File: src/logic/dpsf_regs.vh
// Constants for the semaphore flag host controller
`ifndef DPSF_REGS_VH
`define DPSF_REGS_VH
`define DPSF_ADDR_W 3
`define DPSF_DATA_W 16
`define DPSF_NUM_FLAGS 8
`define DPSF_SETUP_NS 50
`define DPSF_STROBE_NS 100
`define DPSF_CLK_NS 50
`define DPSF_SETUP_CYC ((`DPSF_SETUP_NS + `DPSF_CLK_NS - 1) / `DPSF_CLK_NS)
`define DPSF_STROBE_CYC ((`DPSF_STROBE_NS + `DPSF_CLK_NS - 1) / `DPSF_CLK_NS)
`define DPSF_CMD_ACQUIRE 2'h0
`define DPSF_CMD_RELEASE 2'h1
`define DPSF_CMD_POLL 2'h2
`define DPSF_CMD_INIT 2'h3
`define DPSF_LAST_FLAG 3'h7
`define DPSF_SYNC_CYC 2
`endif

File: src/logic/dpsf_sync.v
// Two-stage synchroniser for the flag read-back bit
`include "dpsf_regs.vh"
module dpsf_sync (
  input wire i_clk,
  input wire i_rstn,
  input wire i_d,
  output reg o_q
);
  reg meta;
  always @(posedge i_clk or negedge i_rstn) begin
    if (!i_rstn) begin
      meta <= 1'b1;
      o_q <= 1'b1;
    end else begin
      meta <= i_d;
      o_q <= meta;
    end
  end
endmodule // dpsf_sync

File: src/logic/dpsf_host.v
// Host controller driving one port of a dual-port semaphore flag space
// Function
// Device replicates flag on all data bits; host samples the lowest bit.
// Device latches read value when flag select and output enable activate.
// Device holds captured read value stable during a read.
// Host deasserts flag select and output enable between successive poll reads.
// Host acquires by writing zero first, then reading back.
// Device records zero request on held flag, still reporting one.
// First request latch presenting zero owns the flag.
// Ownership stays until owner writes one.
// Pending request takes ownership when owner releases.
// New owner stays low until it writes one.
// After failed request host rereads or writes one to withdraw.
// Simultaneous requests grant exactly one side.
// Earlier requester wins.
// True ties may go to either port.
// Device latches are undefined at power-up.
// Host writes one to every flag at start-up.
// Only three low address lines select a flag, with flag select and strobe.
// Device uses only the lowest data bit on writes.
// Zero to free flag reads zero here, one on the other side.
// Owner writing one frees the flag unless a request is pending.
`include "dpsf_regs.vh"
module dpsf_host (
  input wire I_CORE_CLK,
  input wire I_RSTN,
  input wire I_REQ,
  input wire [1:0] I_CMD,
  input wire [2:0] I_FLAG,
  input wire [15:0] I_DATA_IN,
  output reg O_FLAG_SPACE_SELECT_N,
  output reg O_OE_N,
  output reg O_RW_N,
  output reg [2:0] O_ADDR,
  output reg [15:0] O_DATA_OUT,
  output reg O_DATA_OE,
  output reg O_BUSY,
  output reg O_DONE,
  output reg O_GRANTED,
  output reg O_INIT_DONE
);
  ////////////////////////////////////////////////////////////////////////////
  localparam ST_INIT = 3'h0;
  localparam ST_IDLE = 3'h1;
  localparam ST_WSET = 3'h2;
  localparam ST_WSTB = 3'h3;
  localparam ST_RSET = 3'h4;
  localparam ST_RSTB = 3'h5;
  localparam ST_GAP = 3'h6;

  reg [2:0] state;
  reg [1:0] cmd;
  reg [2:0] cnt;
  reg [2:0] timer;
  reg do_read;
  wire flag_bit;

  ////////////////////////////////////////////////////////////////////////////
  // Only the lowest data bit matters; replicated by the device anyway
  dpsf_sync u_sync (
    .i_clk(I_CORE_CLK),
    .i_rstn(I_RSTN),
    .i_d(I_DATA_IN[0]),
    .o_q(flag_bit)
  );

  ////////////////////////////////////////////////////////////////////////////
  // Cycle counts stay below eight, so three timer bits suffice
  function [2:0] cyc;
    input integer n;
    begin
      cyc = n[2:0];
    end
  endfunction

  // Zero and one both end a phase, so a zero load cannot stall a state
  function expired;
    input [2:0] t;
    begin
      expired = (t <= 3'h1);
    end
  endfunction

  function [2:0] count_down;
    input [2:0] t;
    begin
      count_down = t - 3'h1;
    end
  endfunction

  // Only the lowest data line carries the flag; the rest stay low
  function [15:0] flag_word;
    input b;
    begin
      flag_word = {15'h0000, b};
    end
  endfunction

  ////////////////////////////////////////////////////////////////////////////
  always @(posedge I_CORE_CLK or negedge I_RSTN) begin
    if (!I_RSTN) begin
      state <= ST_INIT;
      cmd <= `DPSF_CMD_INIT;
      cnt <= 3'h0;
      timer <= 3'h0;
      do_read <= 1'b0;
      O_FLAG_SPACE_SELECT_N <= 1'b1;
      O_OE_N <= 1'b1;
      O_RW_N <= 1'b1;
      O_ADDR <= 3'h0;
      O_DATA_OUT <= 16'h0000;
      O_DATA_OE <= 1'b0;
      O_BUSY <= 1'b1;
      O_DONE <= 1'b0;
      O_GRANTED <= 1'b0;
      O_INIT_DONE <= 1'b0;
    end else begin
      O_DONE <= 1'b0;
      case (state)
        ST_INIT: begin
          // Latches come up undefined, so free every flag first
          O_ADDR <= cnt;
          O_DATA_OUT <= flag_word(1'b1);
          do_read <= 1'b0;
          timer <= cyc(`DPSF_SETUP_CYC);
          state <= ST_WSET;
        end
        ST_IDLE: begin
          // Requests are taken only here; one raised while busy is dropped
          O_BUSY <= 1'b0;
          if (I_REQ) begin
            O_BUSY <= 1'b1;
            cmd <= I_CMD;
            O_ADDR <= I_FLAG;
            timer <= cyc(`DPSF_SETUP_CYC);
            if (I_CMD == `DPSF_CMD_POLL) begin
              state <= ST_RSET;
            end else if (I_CMD == `DPSF_CMD_INIT) begin
              cnt <= 3'h0;
              O_INIT_DONE <= 1'b0;
              state <= ST_INIT;
            end else begin
              // Acquire writes zero then reads back; release writes one
              O_DATA_OUT <= flag_word(I_CMD != `DPSF_CMD_ACQUIRE);
              do_read <= (I_CMD == `DPSF_CMD_ACQUIRE);
              state <= ST_WSET;
            end
          end
        end
        ST_WSET: begin
          O_DATA_OE <= 1'b1;
          O_RW_N <= 1'b0;
          O_FLAG_SPACE_SELECT_N <= 1'b0;
          if (expired(timer)) begin
            timer <= cyc(`DPSF_STROBE_CYC);
            state <= ST_WSTB;
          end else begin
            timer <= count_down(timer);
          end
        end
        ST_WSTB: begin
          if (expired(timer)) begin
            O_FLAG_SPACE_SELECT_N <= 1'b1;
            O_RW_N <= 1'b1;
            O_DATA_OE <= 1'b0;
            timer <= cyc(`DPSF_SETUP_CYC);
            state <= ST_GAP;
          end else begin
            timer <= count_down(timer);
          end
        end
        ST_RSET: begin
          // Fresh select and enable edge makes the device recapture
          O_FLAG_SPACE_SELECT_N <= 1'b0;
          O_OE_N <= 1'b0;
          timer <= cyc(`DPSF_STROBE_CYC + `DPSF_SYNC_CYC);
          state <= ST_RSTB;
        end
        ST_RSTB: begin
          // Extra sync cycles cover the synchroniser latency
          if (expired(timer)) begin
            O_GRANTED <= ~flag_bit;
            O_FLAG_SPACE_SELECT_N <= 1'b1;
            O_OE_N <= 1'b1;
            do_read <= 1'b0;
            timer <= cyc(`DPSF_SETUP_CYC);
            state <= ST_GAP;
          end else begin
            timer <= count_down(timer);
          end
        end
        ST_GAP: begin
          // Bus idles a cycle after each phase, so data drive never meets output enable
          if (expired(timer)) begin
            if (do_read) begin
              timer <= cyc(`DPSF_SETUP_CYC);
              state <= ST_RSET;
            end else if (cmd == `DPSF_CMD_INIT && cnt != `DPSF_LAST_FLAG) begin
              cnt <= cnt + 3'h1;
              state <= ST_INIT;
            end else begin
              if (cmd == `DPSF_CMD_INIT) begin
                O_INIT_DONE <= 1'b1;
              end
              if (cmd == `DPSF_CMD_RELEASE || cmd == `DPSF_CMD_INIT) begin
                O_GRANTED <= 1'b0;
              end
              O_DONE <= 1'b1;
              state <= ST_IDLE;
            end
          end else begin
            timer <= count_down(timer);
          end
        end
        default: begin
          state <= ST_INIT;
        end
      endcase
    end
  end
endmodule // dpsf_host

File: config.mk
export PLATFORM = sky130hd
export DESIGN_NAME = dpsf_host
export DESIGN_NICKNAME = d
export VERILOG_FILES = /design/src/logic/dpsf_sync.v /design/src/logic/dpsf_host.v
export VERILOG_INCLUDE_DIRS = /design/src /design/src/logic
export SDC_FILE = /design/constraint.sdc
export NUM_CORES = 1
export LEC_CHECK = 0
export ABC_AREA = 0
export CORE_ASPECT_RATIO = 1.25
export CORE_MARGIN = 2
export CORE_UTILIZATION = 45
export CTS_BUF_LIST = sky130_fd_sc_hd__clkbuf_16
export CTS_CLUSTER_DIAMETER = 30
export DETAILED_ROUTE_END_ITERATION = 6
export DONT_BUFFER_PORTS = 1
export GPL_ROUTABILITY_DRIVEN = 0
export GPL_TIMING_DRIVEN = 0
export SLEW_MARGIN = 30
export SYNTH_ARGS = -nofsm -noshare
export SYNTH_HDL_FRONTEND = slang
export SYNTH_SLANG_ARGS = --single-unit
File: constraint.sdc
create_clock -name I_CORE_CLK -period 2.1 [get_ports I_CORE_CLK]
set_clock_uncertainty 0.1 [all_clocks]
set_input_delay 0.42 -clock I_CORE_CLK [delete_from_list [all_inputs] [get_ports I_CORE_CLK]]
set_output_delay 0.42 -clock I_CORE_CLK [all_outputs]
set_load 0.02 [all_outputs]
==> impl_results.md, run 1 <==
- Result of the run: finished clean
- CTS tree: done
- Share of cells above drive strength 1: 0.201
- Vias/cell: 5.77
- Post-synthesis cell count: between 150 and 200
- # clock sinks: 26
- Core area: ~3300 sq um
- Leak pwr: 0.806 nW
- Tot Pwr: approximately 2.7 mW
- Die X-Extent: between 50 and 60 microns
- Syn-to-layout area delta: 14.9%
- Fin crit share: 0.963
- Pwr Density: 1550 nW/um^2
- Synthesized area: about 1500 sq um
- Area leader, netlist: dfrtp_1
- PortBufs: 0
- Critical path class: flip-flop to flip-flop
- F_max: just under 0.5 GHz
- Reg area: roughly 660 sq um
- Drt wl/cell: 15.8 microns
- WL final: 3.56 mm
- Crit. End Element: flip-flop
- CTS Buf Count: 3
- Final Util: 0.545
- Yosys Warn Count: 0
- Maximum capacitance violations: 0
- Worst-skew pair later-pin latency: roughly 260 ps
- Core Rows: 23
- Starting density of the core: 0.474
- Vias: around 1300
- Post-synth top flop: dfrtp_1
- Yosys cell types: 46
- Slowest cell on crit path: or4_4
- Die area: approximately 3900 sq um
- Final Cell Area: 1770 sq um
- Syn_area_per_cell: slightly above 9 sq um
- Most frequent cell after synthesis: dfrtp_1
- Root buffer cell: clkbuf_16
- H-tree levels: 1
- DR DRC count: 0
- Cell mode on critical path: ha_1
- Clk buf depth: 2
- RSZ-0062 raised after global routing: no
- Hold_ws: approximately 52 ps
- Antenna-violating nets left: 0
- GRT overflow: 0
- Setup crit start kind: flip-flop
- VDD IR max: around 0.00097 V
- FFs w/ async S/R, synth: 1.00
- Final #Nets: between 200 and 250
- First-pass GRT wire length: approximately 6 mm
- Fillers: a little over 300
- Sequential area share after synthesis: 0.428
- Diode count: 0
- Initial antenna violation count: 0
- Hpwl dp: approximately 2.5 mm
- CP peak stage delay: around 470 ps
- Reg clk slew, reported paths: 60 ps
- IO Count: 51
- HP Class: input pin to flip-flop
- Top post-synthesis cells by count: dfrtp_1 (18), a21oi_1 (17), buf_4 (15)
- Pin count of the biggest net entering global routing: 27
- Final hold vios: 0
- Crit Path Max Fanout: 4
- CP top delay family: simple AND/OR/NAND/NOR gates
- Placed inst area: approximately 1600 sq um
- Area taken by multi-input logic gates: between 700 and 800 sq um
- FF+latch count, synth: 26
- Post-synth EDFFs: 0
- Gr usage total: 0.192
- Final setup fails: 0
- Number of global-route vias before repair: ~1300
- Synth top area share: 0.292
- WP data arrival: between 2000 and 2500 ps
- 1st-pass router iterations: 4
- Synth area leaders: dfrtp_1 (29%), dfstp_2 (14%), buf_4 (7.3%)
- Setup TNS: 0 ps
- CP bufs+invs: 0
- Die height: 69.5 microns
- Fin crit period: between 2000 and 2500 ps
- Critical path cell sequence: ha_1 > ha_1 > nand3b_1 > o22a_1 > or4_4 > o21ai_2
- Worst EP required: 2190 ps
- DR iter-0 viols: 81
- Max Slew Vio Count: 0
state kept, by name, indices dropped and copies added, names as in the netlist:
signal / cells
O_RW_N: 1
O_FLAG_SPACE_SELECT_N: 1
O_DONE: 1
O_DATA_OUT: 1
O_GRANTED: 1
u_sync.o_q: 1
do_read: 1
O_BUSY: 1
O_INIT_DONE: 1
cnt: 3
O_OE_N: 1
state: 3
cmd: 2
O_ADDR: 3
O_DATA_OE: 1
timer: 3
u_sync.meta: 1
power breakdown:
| group | total (mW) | internal (mW) | switching, mW |
|---|---|---|---|
| combinational | 1.24 | 0.506 | 0.736 |
| clock | 0.425 | 0.255 | 0.170 |
| sequential | 1.07 | 0.750 | 0.325 |
repair_timing:
item                       4_1_cts  5_1_grt
hold endpoints to repair        26        0
hold buffers                     2        0
buffers inserted                 0        1
resized for setup                1        3
pin swaps                        0        0
setup endpoints to repair        1        3
final cells by class:
type                    instances  share of cell area
multi-input cells             126               0.440
clock inverters                 1             0.00212
clock buffers                   3              0.0423
well taps                      37              0.0261
repair buffers                  3              0.0212
inverters                      10              0.0212
plain buffers                  20              0.0741
flip-flops and latches         26               0.373
placed cells by master (no fill, tap or decap), types with 2 or more instances in the layout:
cell	n
o22a_1	2
inv_1	10
or3_1	2
o31ai_1	5
clkbuf_16	3
o22ai_1	9
nor2b_1	3
dfrtp_1	18
a21oi_1	17
dfstp_2	8
mux2_2	2
nand2_1	12
o21ai_0	11
a21o_1	2
buf_4	16
nand2b_1	3
o21ai_2	3
ha_1	4
and3_1	2
a211oi_1	2
nand3b_1	2
clkbuf_1	5
nor2_1	7
conb_1	15
logic make-up (layout without fill, tap and decap cells):
kind of cell    after synthesis  count (layout)  share of synthesized area
flops                        26              26                      0.428
mux                           3               3                     0.0211
fa+ha+maj                     4               4                     0.0324
xor+xnor                      1               1                    0.00568
other cells                   1              15                    0.00243
simple gates                 40              40                      0.143
buf+inv                      30              37                      0.109
compound gates               63              63                      0.258
final timing paths:
| check | slack (ps) | from | to | depth (start not counted) |
|---|---|---|---|---|
| max | 80 | cnt[0]$_DFFE_PN0P_ | cnt[1]$_DFFE_PN0P_ | 6 |
| min | 50 | I_DATA_IN[0] | u_sync.meta$_DFF_PN1_ | 0 |
| max reg2reg | 80 | cnt[0]$_DFFE_PN0P_ | cnt[1]$_DFFE_PN0P_ | 6 |
| min reg2reg | 260 | u_sync.meta$_DFF_PN1_ | u_sync.o_q$_DFF_PN1_ | 0 |
| max in group asynchronous | 1180 | I_RSTN | O_BUSY$_DFFE_PN1P_ | 2 |
| min in group asynchronous | 480 | I_RSTN | timer[0]$_DFFE_PN0P_ | 2 |
worst register-to-register path: stages (launching register included):
cell	delay, ps
dfrtp_1	410
ha_1	220
ha_1	190
nand3b_1	180
o22a_1	250
or4_4	470
o21ai_2	130
through the flow:
stage | std cells | setup WS [ps]
2_1_floorplan | 182 | 242
3_3_place_gp | 219 | -12.1
3_5_place_dp | 219 | -41.3
4_1_cts | 225 | 82.1
5_1_grt | 226 | 2.92
6_report | 226 | 76.8
metal layers:
metal | global-route usage | part of all wire | vias up | wire length [microns]
met5 | 0 | 0 | - | 0
met4 | 0.108 | 0.018 | 0 | 63
met3 | 0.0522 | 0.052 | 5 | 184
met2 | 0.295 | 0.51 | 40 | 1800
met1 | 0.240 | 0.42 | 631 | 1510
li1 | - | - | 629 | -
(Power assumes the default switching activity.)
==> run 2, diff against run 1 <==
--- a/config.mk
+++ b/config.mk
@@ -6,7 +6,7 @@
 export SDC_FILE = /design/constraint.sdc
 export NUM_CORES = 1
 export LEC_CHECK = 0
-export ABC_AREA = 0
+export ABC_AREA = 1
 export CORE_ASPECT_RATIO = 1.25
 export CORE_MARGIN = 2
 export CORE_UTILIZATION = 45
==> run 2 against run 1 <==
Worst hold slack better by 4.9 ps. Worst setup slack better by 300 ps. Total power down 12%. Routed wire length down 13%. Combinational power down 17%. Largest power group unchanged. Register-to-register slack better by 300 ps. Critical endpoint unchanged.
==> impl_results.md, run 2 <==
- Initial antenna violation count: 0
- Post-synth EDFFs: 0
- Syn-to-layout area delta: 13.6%
- Top post-synthesis cells by count: nand2_1 (61), inv_1 (19), dfrtp_1 (18), nand3_1 (18), buf_4 (16)
- CTS tree: done
- Yosys Warn Count: 0
- Yosys cell types: 22
- Setup TNS: 0 ps
- Setup repair bufs after CTS: 0
- HP Class: input pin to flip-flop
- Reg power frac: 0.396
- Vias/cell: 4.98
- Max Slew Vio Count: 0
- Result of the run: finished clean
- VDD IR max: 0.000742 V
- Synthesized area: 1520 sq um
- Critical path class: flip-flop to flip-flop
- Core area: around 3200 sq um
- Worst-skew pair later-pin latency: between 200 and 300 ps
- 1st-pass router iterations: 4
- GRT overflow: 0
- Wire length on met2: 1.66 mm
- WL met1: approximately 1.2 mm
- Diode count: 0
- DR DRC count: 0
- Final hold vios: 0
- Clk pwr share: 0.177
- Vias: 1285
- P_sw: about 1.1 mW
- Mux contribution to synthesized area: 0
- Antenna-violating nets left: 0
- Crit Path Max Fanout: 4
- Final #Nets: 250
- Commonest non-fill, non-tap cell in the layout: nand2_1
- Post-synthesis cell count: around 200
- Post-synth top flop: dfrtp_1
- Largest family of logic cells by synthesized area: simple AND/OR/NAND/NOR gates
- Root buffer cell: clkbuf_16
- Met3 Wirelength: between 150 and 200 microns
- Die height: 69.0 microns
- Pre-CTS setup slack: 375 ps
- F_max: 0.581 GHz
- XOR/XNOR Fraction of Synth Area: 0
- First-pass GRT wire length: about 5.7 mm
- Sequential area share after synthesis: 0.434
- FF+latch count, synth: 26
- Adder-Cell Fraction of Synth Area: 0.0329
- WL final: roughly 3.1 mm
- Number of global-route vias before repair: 1391
- Post-synthesis compound-gate area fraction: 0.0797
- Final setup fails: 0
- Worst EP required: 2150 ps
- Commonest non-fill, non-tap cells in the layout: nand2_1 (61), inv_1 (19), dfrtp_1 (18), nand3_1 (18), buf_4 (16)
- Syn_area_per_cell: roughly 7.6 sq um
- Gr usage total: 0.181
- Synth area leaders: dfrtp_1 (30%), nand2_1 (15%), dfstp_2 (14%)
- CTS Buf Count: 3
- Setup crit start kind: flip-flop
- IO Count: 51
- FFs w/ async S/R, synth: 1.00
- Clk buf depth: 2
- Final worst slack: about 380 ps
- Sw frac: 0.453
- Drt wl/cell: ~12 microns
- WP data arrival: around 1800 ps
- Combinational share of power: 0.426
- Placed inst area: around 1600 sq um
- Fin crit period: 1720 ps
- Crit. End Element: flip-flop
- Most frequent cell after synthesis: nand2_1
- Core Rows: 23
- Total internal power: between 1 and 1.5 mW
- Area leader, netlist: dfrtp_1
- Leak pwr: between 0.9 and 1 nW
- Die X-Extent: about 56 microns
- DR top layer: met4
- Pin count of the biggest net entering global routing: 27
- Pwr Density: around 1400 nW/um^2
- Die area: ~3900 sq um
- H-tree levels: 1
- Final Cell Area: 1730 sq um
- Fin crit share: 0.820
- Maximum capacitance violations: 0
- DR iter-0 viols: 60
- # clock sinks: 26
- Final Util: 0.537
- Reg clk slew, reported paths: ~60 ps
- Hpwl dp: about 2.4 mm
- PortBufs: 0
- Tot Pwr: 2.42 mW
- RSZ-0062 raised after global routing: no
- Simple-Gate Fraction of Synth Area: 0.316
- Synth top area share: 0.296
- Starting density of the core: 0.472
- Share of cells above drive strength 1: 0.186
-- run 2: routing by layer --
| layer | GRT usage | vias to the layer above |
|---|---|---|
| met5 | 0 | - |
| met1 | 0.202 | 584 |
| met4 | 0.0741 | 0 |
| li1 | - | 657 |
| met3 | 0.0281 | 8 |
| met2 | 0.333 | 36 |
-- run 2: critical path, stage by stage, from the launching register on --
cell and delay, ps:
dfrtp_1 420, ha_1 210, ha_1 170, nor2_1 230, nand2_1 130, o21ai_2 110, nand2_1 120, nand2_1 80
nand2_1 50
-- run 2: cells by family after synthesis --
group / Yosys count
other cells: 1
fa+ha+maj: 4
flops: 26
simple gates: 109
compound gates: 22
buf+inv: 39
-- run 2: power groups by stage --
stage               sequential, mW  combinational (mW)  clock (mW)
finish                       0.957                1.03       0.429
global route                 0.985                1.22       0.459
CTS                          0.961                1.05       0.436
detailed placement           0.969                1.02           0
global placement             0.966               0.996           0
floorplan                    0.934               0.837           0
-- run 2: final timing paths --
| path | start | cells after the start | endpoint | slack (ps) |
|---|---|---|---|---|
| min reg2reg | u_sync.meta$_DFF_PN1_ | 0 | u_sync.o_q$_DFF_PN1_ | 260 |
| min | I_DATA_IN[0] | 0 | u_sync.meta$_DFF_PN1_ | 60 |
| max in group asynchronous | I_RSTN | 2 | O_FLAG_SPACE_SELECT_N$_DFFE_PN1P_ | 1160 |
| max | cnt[0]$_DFFE_PN0P_ | 8 | cnt[1]$_DFFE_PN0P_ | 380 |
| max reg2reg | cnt[0]$_DFFE_PN0P_ | 8 | cnt[1]$_DFFE_PN0P_ | 380 |
| min in group asynchronous | I_RSTN | 2 | O_ADDR[0]$_DFFE_PN0P_ | 500 |
-- run 2: area by class of cell --
type / instances / area [sq um]
plain buffers: 16 / 120
clock buffers: 3 / 75.1
clock inverters: 1 / 3.75
fillers: 329 / 1490
inverters: 23 / 86.3
multi-input cells: 150 / 708
flip-flops and latches: 26 / 661
well taps: 37 / 46.3
repair buffers: 2 / 30.0
-- run 2: through the flow --
stage | hold slack [ps] | std cells
floorplan | 24.4 | 215
global placement | 24.9 | 252
finish | 57.1 | 258
detailed placement | 24.9 | 252
global route | 45.6 | 258
CTS | 53.2 | 258
-- run 2: what timing repair did --
item                                    in CTS  in global routing
gates resized for setup                      0                  0
endpoints found under the setup margin       0                  0
hold endpoints to repair                    26                  0
hold buffers                                 2                  0
